File: src/logic/ces_pkg.sv
// Shared constants and types for the charger enable sequencer.
// Assumes a single 10 MHz clock domain and a 32-bit APB register bus.
package ces_pkg;

   // ----------------------------------------------------------------
   // Register map
   // ----------------------------------------------------------------
   localparam int APB_ADDR_WIDTH = 8;
   localparam int APB_DATA_WIDTH = 32;
   localparam logic [7:0] OFF_CONTROL = 8'h00;
   localparam logic [7:0] OFF_STATUS = 8'h04;
   localparam logic [7:0] OFF_INT_STATUS = 8'h08;
   localparam logic [7:0] OFF_INT_MASK = 8'h0C;

   // ----------------------------------------------------------------
   // Field positions
   // ----------------------------------------------------------------
   localparam int CTRL_REGULATOR_ENABLE = 0;
   localparam int CTRL_SETUP_DONE = 1;
   localparam int CTRL_WIDTH = 2;

   localparam int STAT_ACTIVE = 0;
   localparam int STAT_REGULATOR_ON = 1;
   localparam int STAT_CONVERTER_RUN = 2;
   localparam int STAT_DATA_SWITCH = 3;
   localparam int STAT_OVERVOLTAGE = 4;
   localparam int STAT_REGISTER_VARIANT = 5;
   localparam int STAT_RUN_PERMIT = 6;

   localparam int INT_UNCONFIGURED = 0;
   localparam int INT_OVERVOLTAGE = 1;
   localparam int INT_BIAS_UNDERVOLTAGE = 2;
   localparam int INT_WIDTH = 3;

   // ----------------------------------------------------------------
   // Reset values
   // ----------------------------------------------------------------
   localparam logic [CTRL_WIDTH-1:0] CONTROL_RESET = 2'h0;
   localparam logic [INT_WIDTH-1:0] INT_STATUS_RESET = 3'h0;
   localparam logic [INT_WIDTH-1:0] INT_MASK_RESET = 3'h1;

   // ----------------------------------------------------------------
   // Synchroniser and strap timing
   // ----------------------------------------------------------------
   localparam int SYNC_INPUTS = 7;
   localparam logic [2:0] STRAP_SETTLE_CYCLES = 3'h6;

   // ----------------------------------------------------------------
   // Power state machine
   // ----------------------------------------------------------------
   typedef enum logic [2:0] {
      CES_STANDBY = 3'b001,
      CES_REG_START = 3'b010,
      CES_ACTIVE = 3'b100
   } ces_state_type;

endpackage : ces_pkg

File: src/logic/ces_pin_sync.sv
// Three-stage input synchroniser with agreement filter.
// Assumes every input bit is asynchronous to clk.
`timescale 1ns/100ps
module ces_pin_sync #(
   parameter int WIDTH = 1
) (
   input wire logic clk,
   input wire logic reset,
   input wire logic [WIDTH-1:0] raw,
   output logic [WIDTH-1:0] stable
);

   logic [WIDTH-1:0] stage1;
   logic [WIDTH-1:0] stage2;
   logic [WIDTH-1:0] stage3;
   logic [WIDTH-1:0] agree;
   logic [WIDTH-1:0] next_stable;

   initial begin
      if (WIDTH < 1) begin
         $error("ces_pin_sync needs WIDTH of at least one");
      end
   end

   // Stage one feeds only stage two, so no gate sees a metastable level.
   always_comb begin
      agree = ~(stage2 ^ stage3);
      next_stable = (agree & stage3) | (~agree & stable);
   end

   always_ff @(posedge clk or posedge reset) begin
      if (reset) begin
         stage1 <= '0;
         stage2 <= '0;
         stage3 <= '0;
         stable <= '0;
      end else begin
         stage1 <= raw;
         stage2 <= stage1;
         stage3 <= stage2;
         stable <= next_stable;
      end
   end

endmodule : ces_pin_sync

File: src/logic/ces_top.sv
// Enable and power-up sequencing for a step-down converter with a USB port front end.
// Assumes pins are asynchronous, the register bus is APB on clk, reset is async high.
//
// Operation
// - System enable low puts the device into low-current standby.
// - After every system reset the register variant raises its alert.
// - Register variant keeps the converter off until software sets the setup-done flag.
// - Run permit is the AND of enable pin and enable bit.
// - Pin-configured variant treats the enable bit as always high.
// - Enable pin low overrides a written enable bit.
// - Transceiver supply overvoltage turns the USB data switches off.
// - Regulator starts with enable high and supply good, stops with enable low.
// - Internal logic stays disabled while the regulator output is low.
// - Enable pin low at system enable keeps converter off until pin rises.
// - Shared pin is interrupt in register variant, attach in pin variant.
//
// Local design decisions: the register offsets and register access over APB.
`timescale 1ns/100ps
module ces_top #(
   parameter int ADDR_WIDTH = ces_pkg::APB_ADDR_WIDTH
) (
   input wire logic clk,
   input wire logic reset,
   input wire logic psel,
   input wire logic penable,
   input wire logic pwrite,
   input wire logic [ADDR_WIDTH-1:0] paddr,
   input wire logic [ces_pkg::APB_DATA_WIDTH-1:0] pwdata,
   output logic pready,
   output logic [ces_pkg::APB_DATA_WIDTH-1:0] prdata,
   output logic pslverr,
   input wire logic system_enable_input,
   input wire logic converter_enable_pin,
   input wire logic switch_supply_rail_ok,
   input wire logic bias_rail_ok,
   input wire logic transceiver_overvoltage,
   input wire logic attach_detect,
   input wire logic register_variant_strap,
   output logic standby,
   output logic regulator_power_up,
   output logic logic_enable,
   output logic converter_switch_enable,
   output logic data_switch_enable,
   output logic alert_out,
   output logic alert_oe_n,
   output logic irq
);
   import ces_pkg::*;

   initial begin
      if (ADDR_WIDTH < APB_ADDR_WIDTH || ADDR_WIDTH > 32) begin
         $error("ces_top needs ADDR_WIDTH between 8 and 32");
      end
   end

   // ----------------------------------------------------------------
   // Address decode
   // ----------------------------------------------------------------
   // Only the low byte is decoded, so the map repeats through wider spaces.
   function automatic logic [3:0] decode(input logic [7:0] addr);
      logic [3:0] hit;
      hit = 4'h0;
      case (addr)
         OFF_CONTROL: hit = 4'h1;
         OFF_STATUS: hit = 4'h2;
         OFF_INT_STATUS: hit = 4'h4;
         OFF_INT_MASK: hit = 4'h8;
         default: hit = 4'h0;
      endcase
      return hit;
   endfunction : decode

   // ----------------------------------------------------------------
   // Pin synchronisation
   // ----------------------------------------------------------------
   logic [SYNC_INPUTS-1:0] pins_raw;
   logic [SYNC_INPUTS-1:0] pins;
   logic sys_en;
   logic conv_pin;
   logic supply_ok;
   logic bias_ok;
   logic ovlo;
   logic attach;
   logic strap;

   assign pins_raw = {register_variant_strap, attach_detect, transceiver_overvoltage,
                      bias_rail_ok, switch_supply_rail_ok, converter_enable_pin,
                      system_enable_input};
   assign sys_en = pins[0];
   assign conv_pin = pins[1];
   assign supply_ok = pins[2];
   assign bias_ok = pins[3];
   assign ovlo = pins[4];
   assign attach = pins[5];
   assign strap = pins[6];

   ces_pin_sync #(
      .WIDTH(SYNC_INPUTS)
   ) u_sync (
      .clk(clk),
      .reset(reset),
      .raw(pins_raw),
      .stable(pins)
   );

   // ----------------------------------------------------------------
   // Variant strap capture
   // ----------------------------------------------------------------
   // The strap is read once the synchroniser has had time to settle, then frozen.
   // The window outlasts the four-edge synchroniser latency, so the last sample is the real strap.
   logic [2:0] strap_count;
   logic [2:0] next_strap_count;
   logic register_variant;
   logic next_register_variant;

   always_comb begin
      next_strap_count = strap_count;
      next_register_variant = register_variant;
      if (strap_count != STRAP_SETTLE_CYCLES) begin
         next_strap_count = strap_count + 3'h1;
         next_register_variant = strap;
      end
   end

   always_ff @(posedge clk or posedge reset) begin
      if (reset) begin
         strap_count <= 3'h0;
         register_variant <= 1'b0;
      end else begin
         strap_count <= next_strap_count;
         register_variant <= next_register_variant;
      end
   end

   // ----------------------------------------------------------------
   // Power state machine
   // ----------------------------------------------------------------
   ces_state_type state;
   ces_state_type next_state;
   logic entering_active;

   always_comb begin
      next_state = state;
      case (state)
         CES_STANDBY: begin
            if (sys_en && supply_ok) begin
               next_state = CES_REG_START;
            end
         end
         CES_REG_START: begin
            if (!sys_en) begin
               next_state = CES_STANDBY;
            end else if (bias_ok) begin
               next_state = CES_ACTIVE;
            end
         end
         CES_ACTIVE: begin
            if (!sys_en) begin
               next_state = CES_STANDBY;
            end else if (!bias_ok) begin
               next_state = CES_REG_START;
            end
         end
         default: begin
            next_state = CES_STANDBY;
         end
      endcase
      entering_active = (next_state == CES_ACTIVE) && (state != CES_ACTIVE);
   end

   always_ff @(posedge clk or posedge reset) begin
      if (reset) begin
         state <= CES_STANDBY;
      end else begin
         state <= next_state;
      end
   end

   // ----------------------------------------------------------------
   // APB slave
   // ----------------------------------------------------------------
   // One wait state gives registered read data and response flags.
   logic [3:0] hit;
   logic access_wait;
   logic write_done;
   logic next_pready;
   logic next_pslverr;
   logic [APB_DATA_WIDTH-1:0] next_prdata;
   logic [CTRL_WIDTH-1:0] control;
   logic [CTRL_WIDTH-1:0] next_control;
   logic [INT_WIDTH-1:0] int_status;
   logic [INT_WIDTH-1:0] next_int_status;
   logic [INT_WIDTH-1:0] int_mask;
   logic [INT_WIDTH-1:0] next_int_mask;
   logic [INT_WIDTH-1:0] int_set;
   logic [INT_WIDTH-1:0] int_clear;
   logic [6:0] status_word;
   logic ovlo_seen;
   logic next_ovlo_seen;
   logic active;

   assign active = (state == CES_ACTIVE);

   always_comb begin
      hit = decode(paddr[7:0]);
      access_wait = psel && penable && !pready;
      write_done = psel && penable && pready && pwrite && !pslverr;
      next_pready = access_wait;
      next_pslverr = access_wait && (hit == 4'h0);
      next_prdata = '0;
      if (access_wait && !pwrite) begin
         if (hit[0]) begin
            next_prdata[CTRL_WIDTH-1:0] = control;
         end
         if (hit[1]) begin
            next_prdata[6:0] = status_word;
         end
         if (hit[2]) begin
            next_prdata[INT_WIDTH-1:0] = int_status;
         end
         if (hit[3]) begin
            next_prdata[INT_WIDTH-1:0] = int_mask;
         end
      end
   end

   // ----------------------------------------------------------------
   // Control, interrupt status and mask
   // ----------------------------------------------------------------
   always_comb begin
      next_control = control;
      next_int_mask = int_mask;
      int_clear = '0;
      if (write_done && hit[0]) begin
         next_control = pwdata[CTRL_WIDTH-1:0];
      end
      if (write_done && hit[3]) begin
         next_int_mask = pwdata[INT_WIDTH-1:0];
      end
      if (write_done && hit[2]) begin
         int_clear = pwdata[INT_WIDTH-1:0];
      end
      // Control state is lost whenever the logic is out of its active state.
      if (!active) begin
         next_control = CONTROL_RESET;
      end
      next_ovlo_seen = ovlo;
      int_set = '0;
      int_set[INT_UNCONFIGURED] = entering_active;
      int_set[INT_OVERVOLTAGE] = active && ovlo && !ovlo_seen;
      int_set[INT_BIAS_UNDERVOLTAGE] = active && !bias_ok;
      // A set in the same cycle as a clear wins, so no event is dropped.
      next_int_status = (int_status & ~int_clear) | int_set;
   end

   always_ff @(posedge clk or posedge reset) begin
      if (reset) begin
         pready <= 1'b0;
         pslverr <= 1'b0;
         prdata <= '0;
         control <= CONTROL_RESET;
         int_status <= INT_STATUS_RESET;
         int_mask <= INT_MASK_RESET;
         ovlo_seen <= 1'b0;
      end else begin
         pready <= next_pready;
         pslverr <= next_pslverr;
         prdata <= next_prdata;
         control <= next_control;
         int_status <= next_int_status;
         int_mask <= next_int_mask;
         ovlo_seen <= next_ovlo_seen;
      end
   end

   // ----------------------------------------------------------------
   // Converter permit and pin outputs
   // ----------------------------------------------------------------
   logic run_permit;
   logic configured;
   logic irq_level;
   logic alert_assert;
   logic next_standby;
   logic next_regulator_power_up;
   logic next_logic_enable;
   logic next_converter_switch_enable;
   logic next_data_switch_enable;
   logic next_alert_oe_n;
   logic next_irq;

   always_comb begin
      // An enable pin held low at start simply keeps the AND false.
      run_permit = conv_pin && (register_variant ? control[CTRL_REGULATOR_ENABLE] : 1'b1);
      configured = register_variant ? control[CTRL_SETUP_DONE] : 1'b1;
      irq_level = |(int_status & int_mask);
      alert_assert = register_variant ? irq_level : attach;
      next_standby = (next_state == CES_STANDBY);
      next_regulator_power_up = (next_state != CES_STANDBY);
      next_logic_enable = (next_state == CES_ACTIVE);
      next_converter_switch_enable = active && sys_en && bias_ok && configured && run_permit;
      next_data_switch_enable = active && !ovlo;
      next_alert_oe_n = !alert_assert;
      next_irq = irq_level;
      status_word = '0;
      status_word[STAT_ACTIVE] = active;
      status_word[STAT_REGULATOR_ON] = regulator_power_up;
      status_word[STAT_CONVERTER_RUN] = converter_switch_enable;
      status_word[STAT_DATA_SWITCH] = data_switch_enable;
      status_word[STAT_OVERVOLTAGE] = ovlo;
      status_word[STAT_REGISTER_VARIANT] = register_variant;
      status_word[STAT_RUN_PERMIT] = run_permit;
   end

   // The shared pin is open drain: it only ever pulls low.
   always_ff @(posedge clk or posedge reset) begin
      if (reset) begin
         standby <= 1'b1;
         regulator_power_up <= 1'b0;
         logic_enable <= 1'b0;
         converter_switch_enable <= 1'b0;
         data_switch_enable <= 1'b0;
         alert_out <= 1'b0;
         alert_oe_n <= 1'b1;
         irq <= 1'b0;
      end else begin
         standby <= next_standby;
         regulator_power_up <= next_regulator_power_up;
         logic_enable <= next_logic_enable;
         converter_switch_enable <= next_converter_switch_enable;
         data_switch_enable <= next_data_switch_enable;
         alert_out <= 1'b0;
         alert_oe_n <= next_alert_oe_n;
         irq <= next_irq;
      end
   end

endmodule : ces_top

File: config.mk
export PLATFORM = sky130hd
export DESIGN_NAME = ces_top
export DESIGN_NICKNAME = d
export VERILOG_FILES = /design/src/logic/ces_pkg.sv /design/src/logic/ces_pin_sync.sv /design/src/logic/ces_top.sv
export SDC_FILE = /design/constraint.sdc
export NUM_CORES = 1
export LEC_CHECK = 0
export ABC_AREA = 0
export BUFFER_PORTS_ARGS = -buffer_cell sky130_fd_sc_hd__buf_2
export CAP_MARGIN = 20
export CELL_PAD_IN_SITES_DETAIL_PLACEMENT = 1
export CELL_PAD_IN_SITES_GLOBAL_PLACEMENT = 1
export CORE_ASPECT_RATIO = 1.4
export CORE_MARGIN = 1
export CORE_UTILIZATION = 40
export DETAILED_ROUTE_END_ITERATION = 12
export MAX_ROUTING_LAYER = met4
export PLACE_DENSITY_LB_ADDON = 0.25
export SETUP_SLACK_MARGIN = 0.02
export SLEW_MARGIN = 20
export SYNTH_ARGS = -nofsm -noshare
export SYNTH_HDL_FRONTEND = slang
export SYNTH_HIERARCHICAL = 1
export SYNTH_SLANG_ARGS = --single-unit
File: constraint.sdc
create_clock -name clk -period 3.45 [get_ports clk]
set_input_delay 0.1725 -clock clk [delete_from_list [all_inputs] [get_ports clk]]
set_output_delay 0.1725 -clock clk [all_outputs]
set_load 0.005 [all_outputs]
## Yosys cells after proc, flatten, opt, wreduce, memory -nomap -nowiden

Cells that the tools add are included.

| word-level totals | value |
|---|---|
| logic and storage cells | 93 |
| bits in registers | 60 |
| input port bits | 52 |
| output and inout bits | 42 |

| operators by class | value |
|---|---|
| $add $sub $neg | 1 |
| reduce and logical (&&, ||, !) cells | 31 |
| bitwise gates (word level) | 10 |
| multiplexer cells | 18 |
| eq/ne operators | 12 |

Operator list:

| operator | count |
|---|---|
| 3-bit 2-to-1 mux | 8 |
| 1-bit logical AND | 21 |
| 8-bit by 4-bit equality test with 1-bit output, second input constant | 2 |
| 4-bit one-hot mux with 4 select lines | 1 |
| 7-bit AND | 2 |
| 7-bit 2-to-1 mux | 2 |
| 7-bit inverter | 2 |
| 3-bit one-hot mux with 3 select lines | 1 |
| 8-bit by 3-bit equality test with 1-bit output, second input constant | 1 |
| 8-bit zero test | 1 |
| 1-bit zero test | 7 |
| 7-bit OR | 1 |
| 7-bit bitwise XOR | 1 |
| 3-bit AND | 2 |
| 3-bit by 1-bit equality test with 1-bit output, second input constant | 2 |
| 3-bit equality test, second input constant | 2 |
| 2-bit 2-to-1 mux | 3 |
| 3-bit != test, second input constant | 2 |
| 4-bit zero test | 1 |
| 3-bit by 1-bit adder with 3-bit output, second input constant | 1 |
| 3-bit by 2-bit equality test with 1-bit output, second input constant | 1 |
| 1-bit 2-to-1 mux | 3 |
| 3-bit by 1-bit != test with 1-bit output, second input constant | 1 |
| 3-bit inverter | 1 |
| other kinds (3) | 3 |

## Logic depth before layout (Yosys ltp)

Gate-level depths: netlist of run 1.

| depth | value |
|---|---|
| depth after elaboration | 9 |
| gate-level depth with buffers | 5 |
| gate-level depth less buffers | 5 |

## Hierarchy

Netlist of run 1, hierarchy kept.

Modules (own cells, without submodules):

| module | sequential area each (um2) | times used | area each (um2) | cells each |
|---|---|---|---|---|
| ces_top | 805.8 | 1 | 1604.0 | 144 |
| ces_pin_sync | 700.7 | 1 | 783.3 | 36 |

## Worst setup path before layout of run 1

OpenSTA, ideal clock, no wires.

| timing | value |
|---|---|
| path kind | input -> register |
| start point | input port paddr[1] |
| end point | register int_status[1] |
| setup time | 0.124 ns |
| path slack | 1.699 ns |
| stages | 4 |
| data arrival time | 1.627 ns |
| path buffers | 1 |
| required time | 3.326 ns |
| cell sequence | or4_1 buf_2 or4_4 a211o_1 |

| on the way | value |
|---|---|
| longest elaborated chain between the ends | 7 |
| elaborated cells on any way between the ends | 10 |
| those cells by class | eq/ne (3); mux (2); bitwise (3); reduce/logical (2) |

Ends and longest elaborated chain:

| element | RTL line | source |
|---|---|---|
| start: declaration | ces_top.sv:27 | `input wire logic [ADDR_WIDTH-1:0] paddr,` |
| 8-bit by 4-bit equality test with 1-bit output (tied with other cells) | ces_top.sv:63 | `case (addr)` |
| 4-bit one-hot mux with 4 select lines (*) | ces_top.sv:63 |  |
| 1-bit logical AND (*) | ces_top.sv:240 | `if (write_done && hit[2]) begin` |
| 3-bit 2-to-1 mux (*) | ces_top.sv:240 |  |
| 3-bit inverter (*) | ces_top.sv:253 | `next_int_status = (int_status & ~int_clear) \| int_set;` |
| 3-bit AND (*) | ces_top.sv:253 |  |
| 3-bit OR (*) | ces_top.sv:253 |  |
| named net next_int_status[1] | ces_top.sv:192 | `logic [INT_WIDTH-1:0] next_int_status;` |
| end signal: assignment | ces_top.sv:270 | `int_status <= next_int_status;` |
| end: declaration | ces_top.sv:191 | `logic [INT_WIDTH-1:0] int_status;` |

Mark *: on every way through the listed nets, which the timed path passes. The rest lies on a longest branch.
A chain may end at the register's enable or synchronous reset.

## Worst setup path after layout of run 1

| timing | value |
|---|---|
| start point | register state[2] |
| end point | register prdata[0] (netlist name) |

| on the way | value |
|---|---|
| longest elaborated chain between the ends | 5 |

Ends and longest elaborated chain:

| element | RTL line | source |
|---|---|---|
| start: declaration | ces_top.sv:138 | `ces_state_type state;` |
| start signal: assignment | ces_top.sv:175 | `state <= next_state;` |
| 3-bit equality test | ces_top.sv:202 | `assign active = (state == CES_ACTIVE);` |
| 7-bit 2-to-1 mux | ces_top.sv:215 | `if (hit[1]) begin` |
| 3-bit 2-to-1 mux | ces_top.sv:218 | `if (hit[2]) begin` |
| 3-bit 2-to-1 mux | ces_top.sv:221 | `if (hit[3]) begin` |
| 7-bit 2-to-1 mux | ces_top.sv:211 | `if (access_wait && !pwrite) begin` |
| named net next_prdata[0] | ces_top.sv:188 | `logic [APB_DATA_WIDTH-1:0] next_prdata;` |
| end signal: assignment | ces_top.sv:268 | `prdata <= next_prdata;` |
| end: declaration | ces_top.sv:30 | `output logic [ces_pkg::APB_DATA_WIDTH-1:0] prdata,` |

The timed path passes the listed nets, and every way through them passes these cells.

==> flow_metrics.env, run 1 <==
export IMPL_crit_family="simple AND/OR/NAND/NOR gates"
export IMPL_fmax_ghz=0.567
export IMPL_chipHeight_um=93.4
export IMPL_min_path_type="input pin to flop"
export IMPL_syn_area_sq_um=2390
export IMPL_period_share_pct=51.1
export IMPL_drive_gt1_share_pct=33.3
export IMPL_drv_cap=0
export IMPL_ir_worst_vdd_uv=287
export IMPL_end_kind="flop"
export IMPL_rsz0062_at_grt="no"
export IMPL_netlist_instances=180
export IMPL_arrival_ns=2.03
export IMPL_viasPerCell=4.76
export IMPL_ios=94
export IMPL_register_area_sq_um=1510
export IMPL_switchingPower_mw=0.345
export IMPL_power_density_nw_per_um2=542
export IMPL_fill_cells=584
export IMPL_tns_ns=0
export IMPL_clk_pin_slew_worst_paths_ns=0.07
export IMPL_cp_slowest_cell="nor3b_1"
export IMPL_grt_start_max_net_pins=33
export IMPL_drtPass1Iterations=4
export IMPL_yosys_warnings=6
export IMPL_ctsHtreeMaxLevel=3
export IMPL_multi_input_area_sq_um=752
export IMPL_report_final_slew_viol_count=0
export IMPL_detail_route_iter0_violations=89
export IMPL_seqPwrFrac_pct=49.3
export IMPL_clockBufferDepth=2
export IMPL_finClkSkew_ns=0.00582
export IMPL_die_area_sq_um=6290
export IMPL_die_w_um=67.3
export IMPL_cts_root_buf="clkbuf_8"
export IMPL_syn_avg_cell_area_sq_um=13.3
export IMPL_p_leak_nw=1.34
export IMPL_cp_max_fo=8
export IMPL_cp_start_kind="flop"
export IMPL_globalplace_congestion=0.755
export IMPL_avgRoutedWirePerCell_um=14.1
export IMPL_worst_path_largest_cell_delay_ns=0.76
export IMPL_p_comb_share_pct=5.8
export IMPL_nets=289
export IMPL_syn_to_final_growth_pct=20.0
export IMPL_grt_pass1_wl_mm=7.27
export IMPL_maxSlewHeadroom_pct=40.1
export IMPL_swShare_pct=22.2
export IMPL_tightestPinTransition_ns=0.897
export IMPL_grt_usage_pct=16.8
export IMPL_intPower_mw=1.21
export IMPL_clk_latency_ns=0.33
export IMPL_p_total_mw=1.55
export IMPL_hpwl_mm=3.13
export IMPL_cts_made_buffers=9
export IMPL_via_count=1466
export IMPL_status="complete, no violations"
export IMPL_drtAntennaViolNets=0
export IMPL_setup_viol=0
export IMPL_critPathBufInv=0
export IMPL_antenna_cells=0
export IMPL_clock_sinks=60
export IMPL_core_sq_um=5650
export IMPL_start_util_pct=42.3
export IMPL_worstPathRequired_ns=3.72
export IMPL_antenna_found_initial=0
export IMPL_period_needed_ns=1.76
export IMPL_cp_cell_sequence="nor3b_1 > mux4_2 > nor2b_1"
export IMPL_hold_viol_final=0
export IMPL_post_cts_setup_buffers=0
export IMPL_ys_seq_area_share_pct=63.1
export IMPL_p_clk_share_pct=44.9
export IMPL_ys_types=41
export IMPL_grt_pass1_vias=1525
export IMPL_fin_util_pct=50.8
export IMPL_whs_ns=0.0840
export IMPL_overflow=0
export IMPL_port_buffers=38
export IMPL_num_rows=32
export IMPL_cts_tree="done"
export IMPL_wl_mm=4.35
export IMPL_drc=0
export IMPL_critPathKind="flop to flop"
export IMPL_yosys_register_bits=60
routing by layer:
| layer | vias to the layer above | wire length, um | global-route usage [%] | part of all wire, % |
|---|---|---|---|---|
| met5 | - | 0 | - | 0 |
| met4 | 0 | 90 | 10.3 | 2.1 |
| met3 | 9 | 213 | 5.24 | 4.9 |
| met2 | 51 | 2290 | 25.3 | 53 |
| met1 | 732 | 1760 | 19.2 | 40 |
| li1 | 674 | - | - | - |
per-stage QoR:
stage / cells / setup WS, ns / area, sq um
floorplan: 205 / 1.70 / 2480
global placement: 284 / 1.49 / 2560
detailed placement: 284 / 1.48 / 2560
CTS: 308 / 1.70 / 2870
global route: 308 / 1.52 / 2870
finish: 308 / 1.69 / 2870
final cells by class:
cell class / count / share of cell area [%]
Sequential cell: 60 / 52.6
Multi-Input combinational cell: 112 / 26.2
Timing Repair Buffer: 47 / 9.69
Clock buffer: 10 / 4.80
Clock inverter: 6 / 3.06
Tap cell: 68 / 2.97
Inverter: 5 / 0.655
worst paths after layout:
| kind | from | endpoint | slack [ns] | cells after the start |
|---|---|---|---|---|
| worst max-delay path | state[2]$_DFF_PP0_ | prdata[0]$_DFF_PP0_ | 1.69 | 3 |
| worst min-delay path | pwdata[2] | int_mask[2]$_DFFE_PP0P_ | 0.08 | 2 |
| worst max register to register | state[2]$_DFF_PP0_ | prdata[0]$_DFF_PP0_ | 1.69 | 3 |
| worst min register to register | u_sync/stage1[1]$_DFF_PP0_ | u_sync/stage2[1]$_DFF_PP0_ | 0.35 | 0 |
| max in group asynchronous | reset | state[0]$_DFF_PP1_ | 2.62 | 4 |
| min in group asynchronous | reset | async pin | 0.45 | 3 |
cells in the final DEF, fill, tap and decap left out, types with 3 or more instances in the layout:
master	count
dfstp_2	4
nand3b_1	3
nand2b_1	3
conb_1	26
clkinvlp_4	3
and2_1	3
buf_2	38
nor2b_1	4
clkbuf_8	10
nor2_1	7
mux2_2	5
nand2_1	11
maj3_2	7
dfrtp_1	56
dlygate4sd3_1	8
o21ai_0	3
inv_1	4
o21a_1	3
a21oi_1	4
power by group through the flow:
stage	logic (mW)	registers (mW)	clock network, mW
after detailed placement	0.0848	0.778	0
final	0.0908	0.765	0.697
after global routing	0.106	0.770	0.748
after floorplan	0.0745	0.770	0
after global placement	0.0828	0.777	0
after CTS	0.0920	0.765	0.720
synth_stat cells:
cell / count / share of area [%]
a211o_1: 2 / 0.73
a211oi_1: 1 / 0.31
a21o_2: 1 / 0.37
a21oi_1: 4 / 0.84
a222oi_1: 1 / 0.42
and2_1: 3 / 0.79
and3_1: 1 / 0.26
buf_2: 1 / 0.21
buf_4: 26 / 8.2
clkbuf_1: 1 / 0.16
conb_1: 1 / 0.16
dfrtp_1: 56 / 59
dfstp_2: 4 / 4.4
ha_1: 2 / 1.0
inv_1: 5 / 0.79
maj3_2: 7 / 3.3
mux2_2: 5 / 2.4
mux2i_1: 2 / 0.84
mux4_2: 2 / 1.9
nand2_1: 11 / 1.7
nand2b_1: 3 / 0.79
nand3_1: 1 / 0.21
nand3b_1: 3 / 0.94
nand4_1: 1 / 0.26
nand4b_1: 1 / 0.37
nor2_1: 7 / 1.1
nor2b_1: 4 / 1.0
nor3_1: 2 / 0.42
nor3b_1: 2 / 0.63
nor4_1: 2 / 0.52
nor4_2: 1 / 0.52
o21a_1: 3 / 0.94
o21ai_0: 3 / 0.63
o32ai_1: 1 / 0.37
or2_0: 1 / 0.26
or3_2: 1 / 0.31
or3b_2: 2 / 0.73
or4_1: 1 / 0.31
or4_4: 1 / 0.47
or4bb_1: 2 / 0.94
xnor2_1: 2 / 0.73
logic make-up after synthesis:
family	after synthesis	share of synthesized area, %
and+or+nand+nor	50	12.6
other	1	0.157
buffers and inverters	33	9.33
AOI/OAI and AO/OA	16	4.61
muxes	9	5.08
xor gates and xnor gates	2	0.734
DFF	60	63.1
adders and majority gates	9	4.35
repair_timing:
item                      4_1_cts  5_1_grt
hold endpoints to repair       35        0
hold buffers                    8        0
gates resized for setup         0        0
(Power assumes the default switching activity.)
==> inputs of run 2 (changes only) <==
--- a/config.mk
+++ b/config.mk
@@ -12,7 +12,7 @@
 export CELL_PAD_IN_SITES_GLOBAL_PLACEMENT = 1
 export CORE_ASPECT_RATIO = 1.4
 export CORE_MARGIN = 1
-export CORE_UTILIZATION = 40
+export CORE_UTILIZATION = 33
 export DETAILED_ROUTE_END_ITERATION = 12
 export MAX_ROUTING_LAYER = met4
 export PLACE_DENSITY_LB_ADDON = 0.25
==> constraint.sdc (replaced) <==
create_clock -name clk -period 1.55 [get_ports clk]
set_input_delay 0.0775 -clock clk [delete_from_list [all_inputs] [get_ports clk]]
set_output_delay 0.0775 -clock clk [all_outputs]
set_load 0.005 [all_outputs]
==> flow_metrics.env, run 2 (synthesized netlist as in run 1, its figures left out) <==
export IMPL_layout_commonest_cell="dfrtp_1"
export IMPL_tns_ns=0
export IMPL_hpwl_mm=3.14
export IMPL_die_w_um=73.9
export IMPL_globalplace_congestion=0.768
export IMPL_period_needed_ns=1.51
export IMPL_cp_max_fo=4
export IMPL_antenna_cells=0
export IMPL_worstPathRequired_ns=1.83
export IMPL_ir_worst_vdd_uv=591
export IMPL_r2r_slack_ns=0.04
export IMPL_clk_pin_slew_worst_paths_ns=0.07
export IMPL_nets=305
export IMPL_cts_root_buf="clkbuf_8"
export IMPL_status="complete, no violations"
export IMPL_core_sq_um=6980
export IMPL_via_count=1508
export IMPL_grt_pass1_wl_mm=7.20
export IMPL_drtAntennaViolNets=0
export IMPL_antenna_found_initial=0
export IMPL_port_buffers=38
export IMPL_cts_made_buffers=9
export IMPL_end_kind="flop"
export IMPL_cp_start_kind="flop"
export IMPL_dpl_cell_area_sq_um=2700
export IMPL_fin_util_pct=43.7
export IMPL_switchingPower_mw=0.766
export IMPL_fin_area_sq_um=3050
export IMPL_period_share_pct=97.6
export IMPL_chipHeight_um=103
export IMPL_p_leak_nw=1.44
export IMPL_p_clk_share_pct=42.4
export IMPL_start_util_pct=34.2
export IMPL_finClkSkew_ns=0.0107
export IMPL_rsz0062_at_grt="yes"
export IMPL_die_area_sq_um=7580
export IMPL_arrival_ns=1.79
export IMPL_ios=94
export IMPL_whs_ns=0.0190
export IMPL_syn_to_final_growth_pct=27.7
export IMPL_drv_cap=0
export IMPL_drive_gt1_share_pct=36.3
export IMPL_viasPerCell=4.30
export IMPL_fmax_ghz=0.661
export IMPL_setup_viol=0
export IMPL_clockBufferDepth=2
export IMPL_clock_sinks=60
export IMPL_grt_pass1_vias=1529
export IMPL_avgRoutedWirePerCell_um=12.7
export IMPL_report_final_slew_viol_count=0
export IMPL_cts_tree="done"
export IMPL_grt_usage_pct=13.7
export IMPL_intPower_mw=2.59
export IMPL_clk_latency_ns=0.34
export IMPL_post_cts_setup_buffers=0
export IMPL_detail_route_iter0_violations=67
export IMPL_num_rows=36
export IMPL_min_path_type="input pin to flop"
export IMPL_drc=0
export IMPL_overflow=0
export IMPL_swShare_pct=22.8
export IMPL_wl_mm=4.46
export IMPL_ctsHtreeMaxLevel=3
export IMPL_final_cell_mix="56 x dfrtp_1, 38 x buf_2, 26 x conb_1"
export IMPL_critPathKind="flop to flop"
export IMPL_drtPass1Iterations=4
export IMPL_p_total_mw=3.36
export IMPL_p_comb_share_pct=7.2
export IMPL_grt_start_max_net_pins=33
export IMPL_seqPwrFrac_pct=50.4
export IMPL_hold_viol_final=0
export IMPL_power_density_nw_per_um2=1100
-- run 2: per-stage QoR --
step / worst slack (ns) / cells
after floorplan: 0.0222 / 205
after global placement: -0.0709 / 323
after detailed placement: -0.0820 / 323
after CTS: 0.0177 / 351
after global routing: -0.0382 / 351
final: 0.0368 / 351
-- run 2: repair_timing --
item,CTS,global route
setup endpoints to repair,7,9
hold endpoints to repair,67,0
resized for setup,2,3
hold buffers,12,0
pin swaps,1,1
-- run 2: layer usage --
layer / GRT usage [%] / vias up / wire length (um)
li1: - / 706 / -
met3: 4.99 / 5 / 218
met1: 13.9 / 745 / 1860
met2: 22.7 / 52 / 2300
met5: - / - / 0
met4: 7.54 / 0 / 74
-- run 2: layout make-up --
class | count | area (sq um)
Fill cell | 769 | 3930
Sequential cell | 60 | 1510
Multi-Input combinational cell | 112 | 793
Timing Repair Buffer | 63 | 408
Clock buffer | 12 | 155
Tap cell | 95 | 119
Clock inverter | 4 | 47.5
Inverter | 5 | 18.8
-- run 2: final timing paths --
kind	from	end	cells after the start
min in group asynchronous	reset	async pin	4
hold / removal	psel	pready$_DFF_PP0_	3
hold reg to reg	u_sync/stage1[5]$_DFF_PP0_	u_sync/stage2[5]$_DFF_PP0_	0
setup / recovery	pready$_DFF_PP0_	prdata[6]$_DFF_PP0_	4
setup reg to reg	pready$_DFF_PP0_	prdata[6]$_DFF_PP0_	4
max in group asynchronous	reset	int_mask[0]$_DFFE_PP1P_	4
-- run 2: worst max-delay path, stage by stage, from the launching register on --
cell and delay [ns]:
dfrtp_1 0.39, or4bb_1 0.53, nor4_2 0.23, buf_4 0.16
and3_1 0.14
-- run 2: power by group through the flow --
| stage | Combinational, mW | Sequential [mW] | Clock, mW |
|---|---|---|---|
| 2_1_floorplan | 0.169 | 1.71 | 0 |
| 3_3_place_gp | 0.215 | 1.72 | 0 |
| 3_5_place_dp | 0.219 | 1.72 | 0 |
| 4_1_cts | 0.244 | 1.69 | 1.47 |
| 5_1_grt | 0.276 | 1.70 | 1.53 |
| 6_report | 0.242 | 1.69 | 1.42 |
==> inputs of run 3 (changes only) <==
--- a/config.mk
+++ b/config.mk
@@ -12,7 +12,7 @@
 export CELL_PAD_IN_SITES_GLOBAL_PLACEMENT = 1
 export CORE_ASPECT_RATIO = 1.4
 export CORE_MARGIN = 1
-export CORE_UTILIZATION = 33
+export CORE_UTILIZATION = 37
 export DETAILED_ROUTE_END_ITERATION = 12
 export MAX_ROUTING_LAYER = met4
 export PLACE_DENSITY_LB_ADDON = 0.25
@@ -22,3 +22,4 @@
 export SYNTH_HDL_FRONTEND = slang
 export SYNTH_HIERARCHICAL = 1
 export SYNTH_SLANG_ARGS = --single-unit
+export TNS_END_PERCENT = 10
==> constraint.sdc (replaced) <==
create_clock -name clk -period 1.7 [get_ports clk]
set_input_delay 0.085 -clock clk [delete_from_list [all_inputs] [get_ports clk]]
set_output_delay 0.085 -clock clk [all_outputs]
set_load 0.005 [all_outputs]
==> flow_metrics.env, run 3 (synthesized netlist as in run 1, its figures left out) <==
export IMPL_cts_tree="done"
export IMPL_ir_worst_vdd_uv=521
export IMPL_grt_pass1_vias=1494
export IMPL_fmax_ghz=0.634
export IMPL_cts_made_buffers=9
export IMPL_p_leak_nw=1.38
export IMPL_layout_commonest_cell="dfrtp_1"
export IMPL_hpwl_mm=3.03
export IMPL_power_density_nw_per_um2=1030
export IMPL_critPathKind="flop to flop"
export IMPL_status="complete, no violations"
export IMPL_antenna_found_initial=0
export IMPL_setup_viol=0
export IMPL_grt_pass1_wl_mm=7.16
export IMPL_r2r_end="prdata[6]$_DFF_PP0_"
export IMPL_cp_start_kind="flop"
export IMPL_viasPerCell=4.60
export IMPL_worstPathRequired_ns=1.97
export IMPL_swShare_pct=24.3
export IMPL_register_area_sq_um=1510
export IMPL_end_kind="flop"
export IMPL_avgRoutedWirePerCell_um=13.1
export IMPL_period_share_pct=92.8
export IMPL_p_comb_share_pct=6.4
export IMPL_chipHeight_um=97.0
export IMPL_final_cell_mix="56 x dfrtp_1, 38 x buf_2, 26 x conb_1"
export IMPL_multi_input_area_sq_um=774
export IMPL_via_count=1471
export IMPL_min_from="penable"
export IMPL_core_sq_um=6210
export IMPL_drv_cap=0
export IMPL_syn_to_final_growth_pct=22.7
export IMPL_finClkSkew_ns=0.00964
export IMPL_rr_startpoint="pready$_DFF_PP0_"
export IMPL_grt_start_max_net_pins=33
export IMPL_cts_root_buf="clkbuf_8"
export IMPL_setup_slack_ns=0.122
export IMPL_clockBufferDepth=2
export IMPL_switchingPower_mw=0.733
export IMPL_reg2regPathDepth=4
export IMPL_tns_ns=0
export IMPL_rsz0062_at_grt="no"
export IMPL_port_buffers=38
export IMPL_ios=94
export IMPL_start_util_pct=38.4
export IMPL_p_total_mw=3.01
export IMPL_num_rows=34
export IMPL_hold_viol_final=0
export IMPL_antenna_cells=0
export IMPL_min_path_type="input pin to flop"
export IMPL_hold_end="pready$_DFF_PP0_"
export IMPL_die_w_um=69.9
export IMPL_place_ws_ns=-0.0611
export IMPL_clk_latency_ns=0.33
export IMPL_clk_pin_slew_worst_paths_ns=0.07
export IMPL_drtAntennaViolNets=0
export IMPL_p_clk_share_pct=42.1
export IMPL_cp_max_fo=4
export IMPL_hold_depth=3
export IMPL_globalplace_congestion=0.795
export IMPL_fill_cells=662
export IMPL_wl_mm=4.20
export IMPL_r2r_slack_ns=0.12
export IMPL_ctsHtreeMaxLevel=3
export IMPL_arrival_ns=1.85
export IMPL_die_area_sq_um=6780
export IMPL_drtPass1Iterations=4
export IMPL_detail_route_iter0_violations=90
export IMPL_drc=0
export IMPL_overflow=0
export IMPL_whs_ns=0.0283
export IMPL_grt_usage_pct=14.3
export IMPL_intPower_mw=2.28
export IMPL_period_needed_ns=1.58
export IMPL_seqPwrFrac_pct=51.5
export IMPL_drive_gt1_share_pct=35.5
export IMPL_report_final_slew_viol_count=0
export IMPL_clock_sinks=60
export IMPL_nets=297
-- run 3: cell count changes in the layout (fill, tap and decap cells not counted), sizes merged --
cell,previous run,this run
dlygate4sd3,12,9
buf,51,46
clkbuf,12,9
inv,5,7
clkinvlp,1,3
clkinv,2,1
-- run 3: metal layers --
layer	global-route usage, %	part of all wire [%]
met5	-	0
met4	6.00	1.7
met3	5.63	6.0
met2	22.8	51
met1	16.0	41
-- run 3: how the worst max path moves through the flow --
stage                startpoint                       to  slack (ns)  depth (start not counted)
4_1_cts        pready$_DFF_PP0_      prdata[6]$_DFF_PP0_        0.03                          4
5_1_grt        pready$_DFF_PP0_      prdata[6]$_DFF_PP0_        0.07                          4
3_3_place_gp           paddr[1]  int_status[1]$_DFF_PP0_       -0.06                          4
2_1_floorplan          paddr[1]  int_status[1]$_DFF_PP0_        0.04                          4
3_5_place_dp           paddr[1]      prdata[6]$_DFF_PP0_       -0.06                          6
6_report       pready$_DFF_PP0_      prdata[6]$_DFF_PP0_        0.12                          4
-- run 3: worst max-delay path: stages (launching register included) --
cell and delay (ns):
dfrtp_1 0.41, or4bb_4 0.57, nor4_4 0.24, buf_4 0.16, and3_1 0.14
-- run 3: power by group through the flow --
stage / combinational [mW] / clock, mW / sequential (mW)
floorplan: 0.151 / 0 / 1.56
global placement: 0.172 / 0 / 1.58
detailed placement: 0.176 / 0 / 1.58
CTS: 0.193 / 1.31 / 1.55
global route: 0.220 / 1.38 / 1.56
finish: 0.194 / 1.27 / 1.55
-- run 3: cell type report --
type | count | area share [%]
well taps | 72 | 3.08
clock buffers | 9 | 4.23
inverters | 5 | 0.641
flip-flops and latches | 60 | 51.4
clock inverters | 7 | 2.56
multi-input cells | 112 | 26.4
repair buffers | 55 | 11.6
-- run 3: timing repair --
item                       CTS  global route
pin swaps                    0             0
setup endpoints to repair    4             4
setup buffers                0             1
resized for setup            1             3
hold buffers                 9             0
hold endpoints to repair    64             0
-- run 3: metrics by stage --
step	utilization, %	cells	cell area (sq um)
floorplan	-	205	2480
global placement	42.0	294	2610
detailed placement	42.0	294	2610
CTS	46.8	319	2910
global route	47.2	320	2930
finish	47.2	320	2930
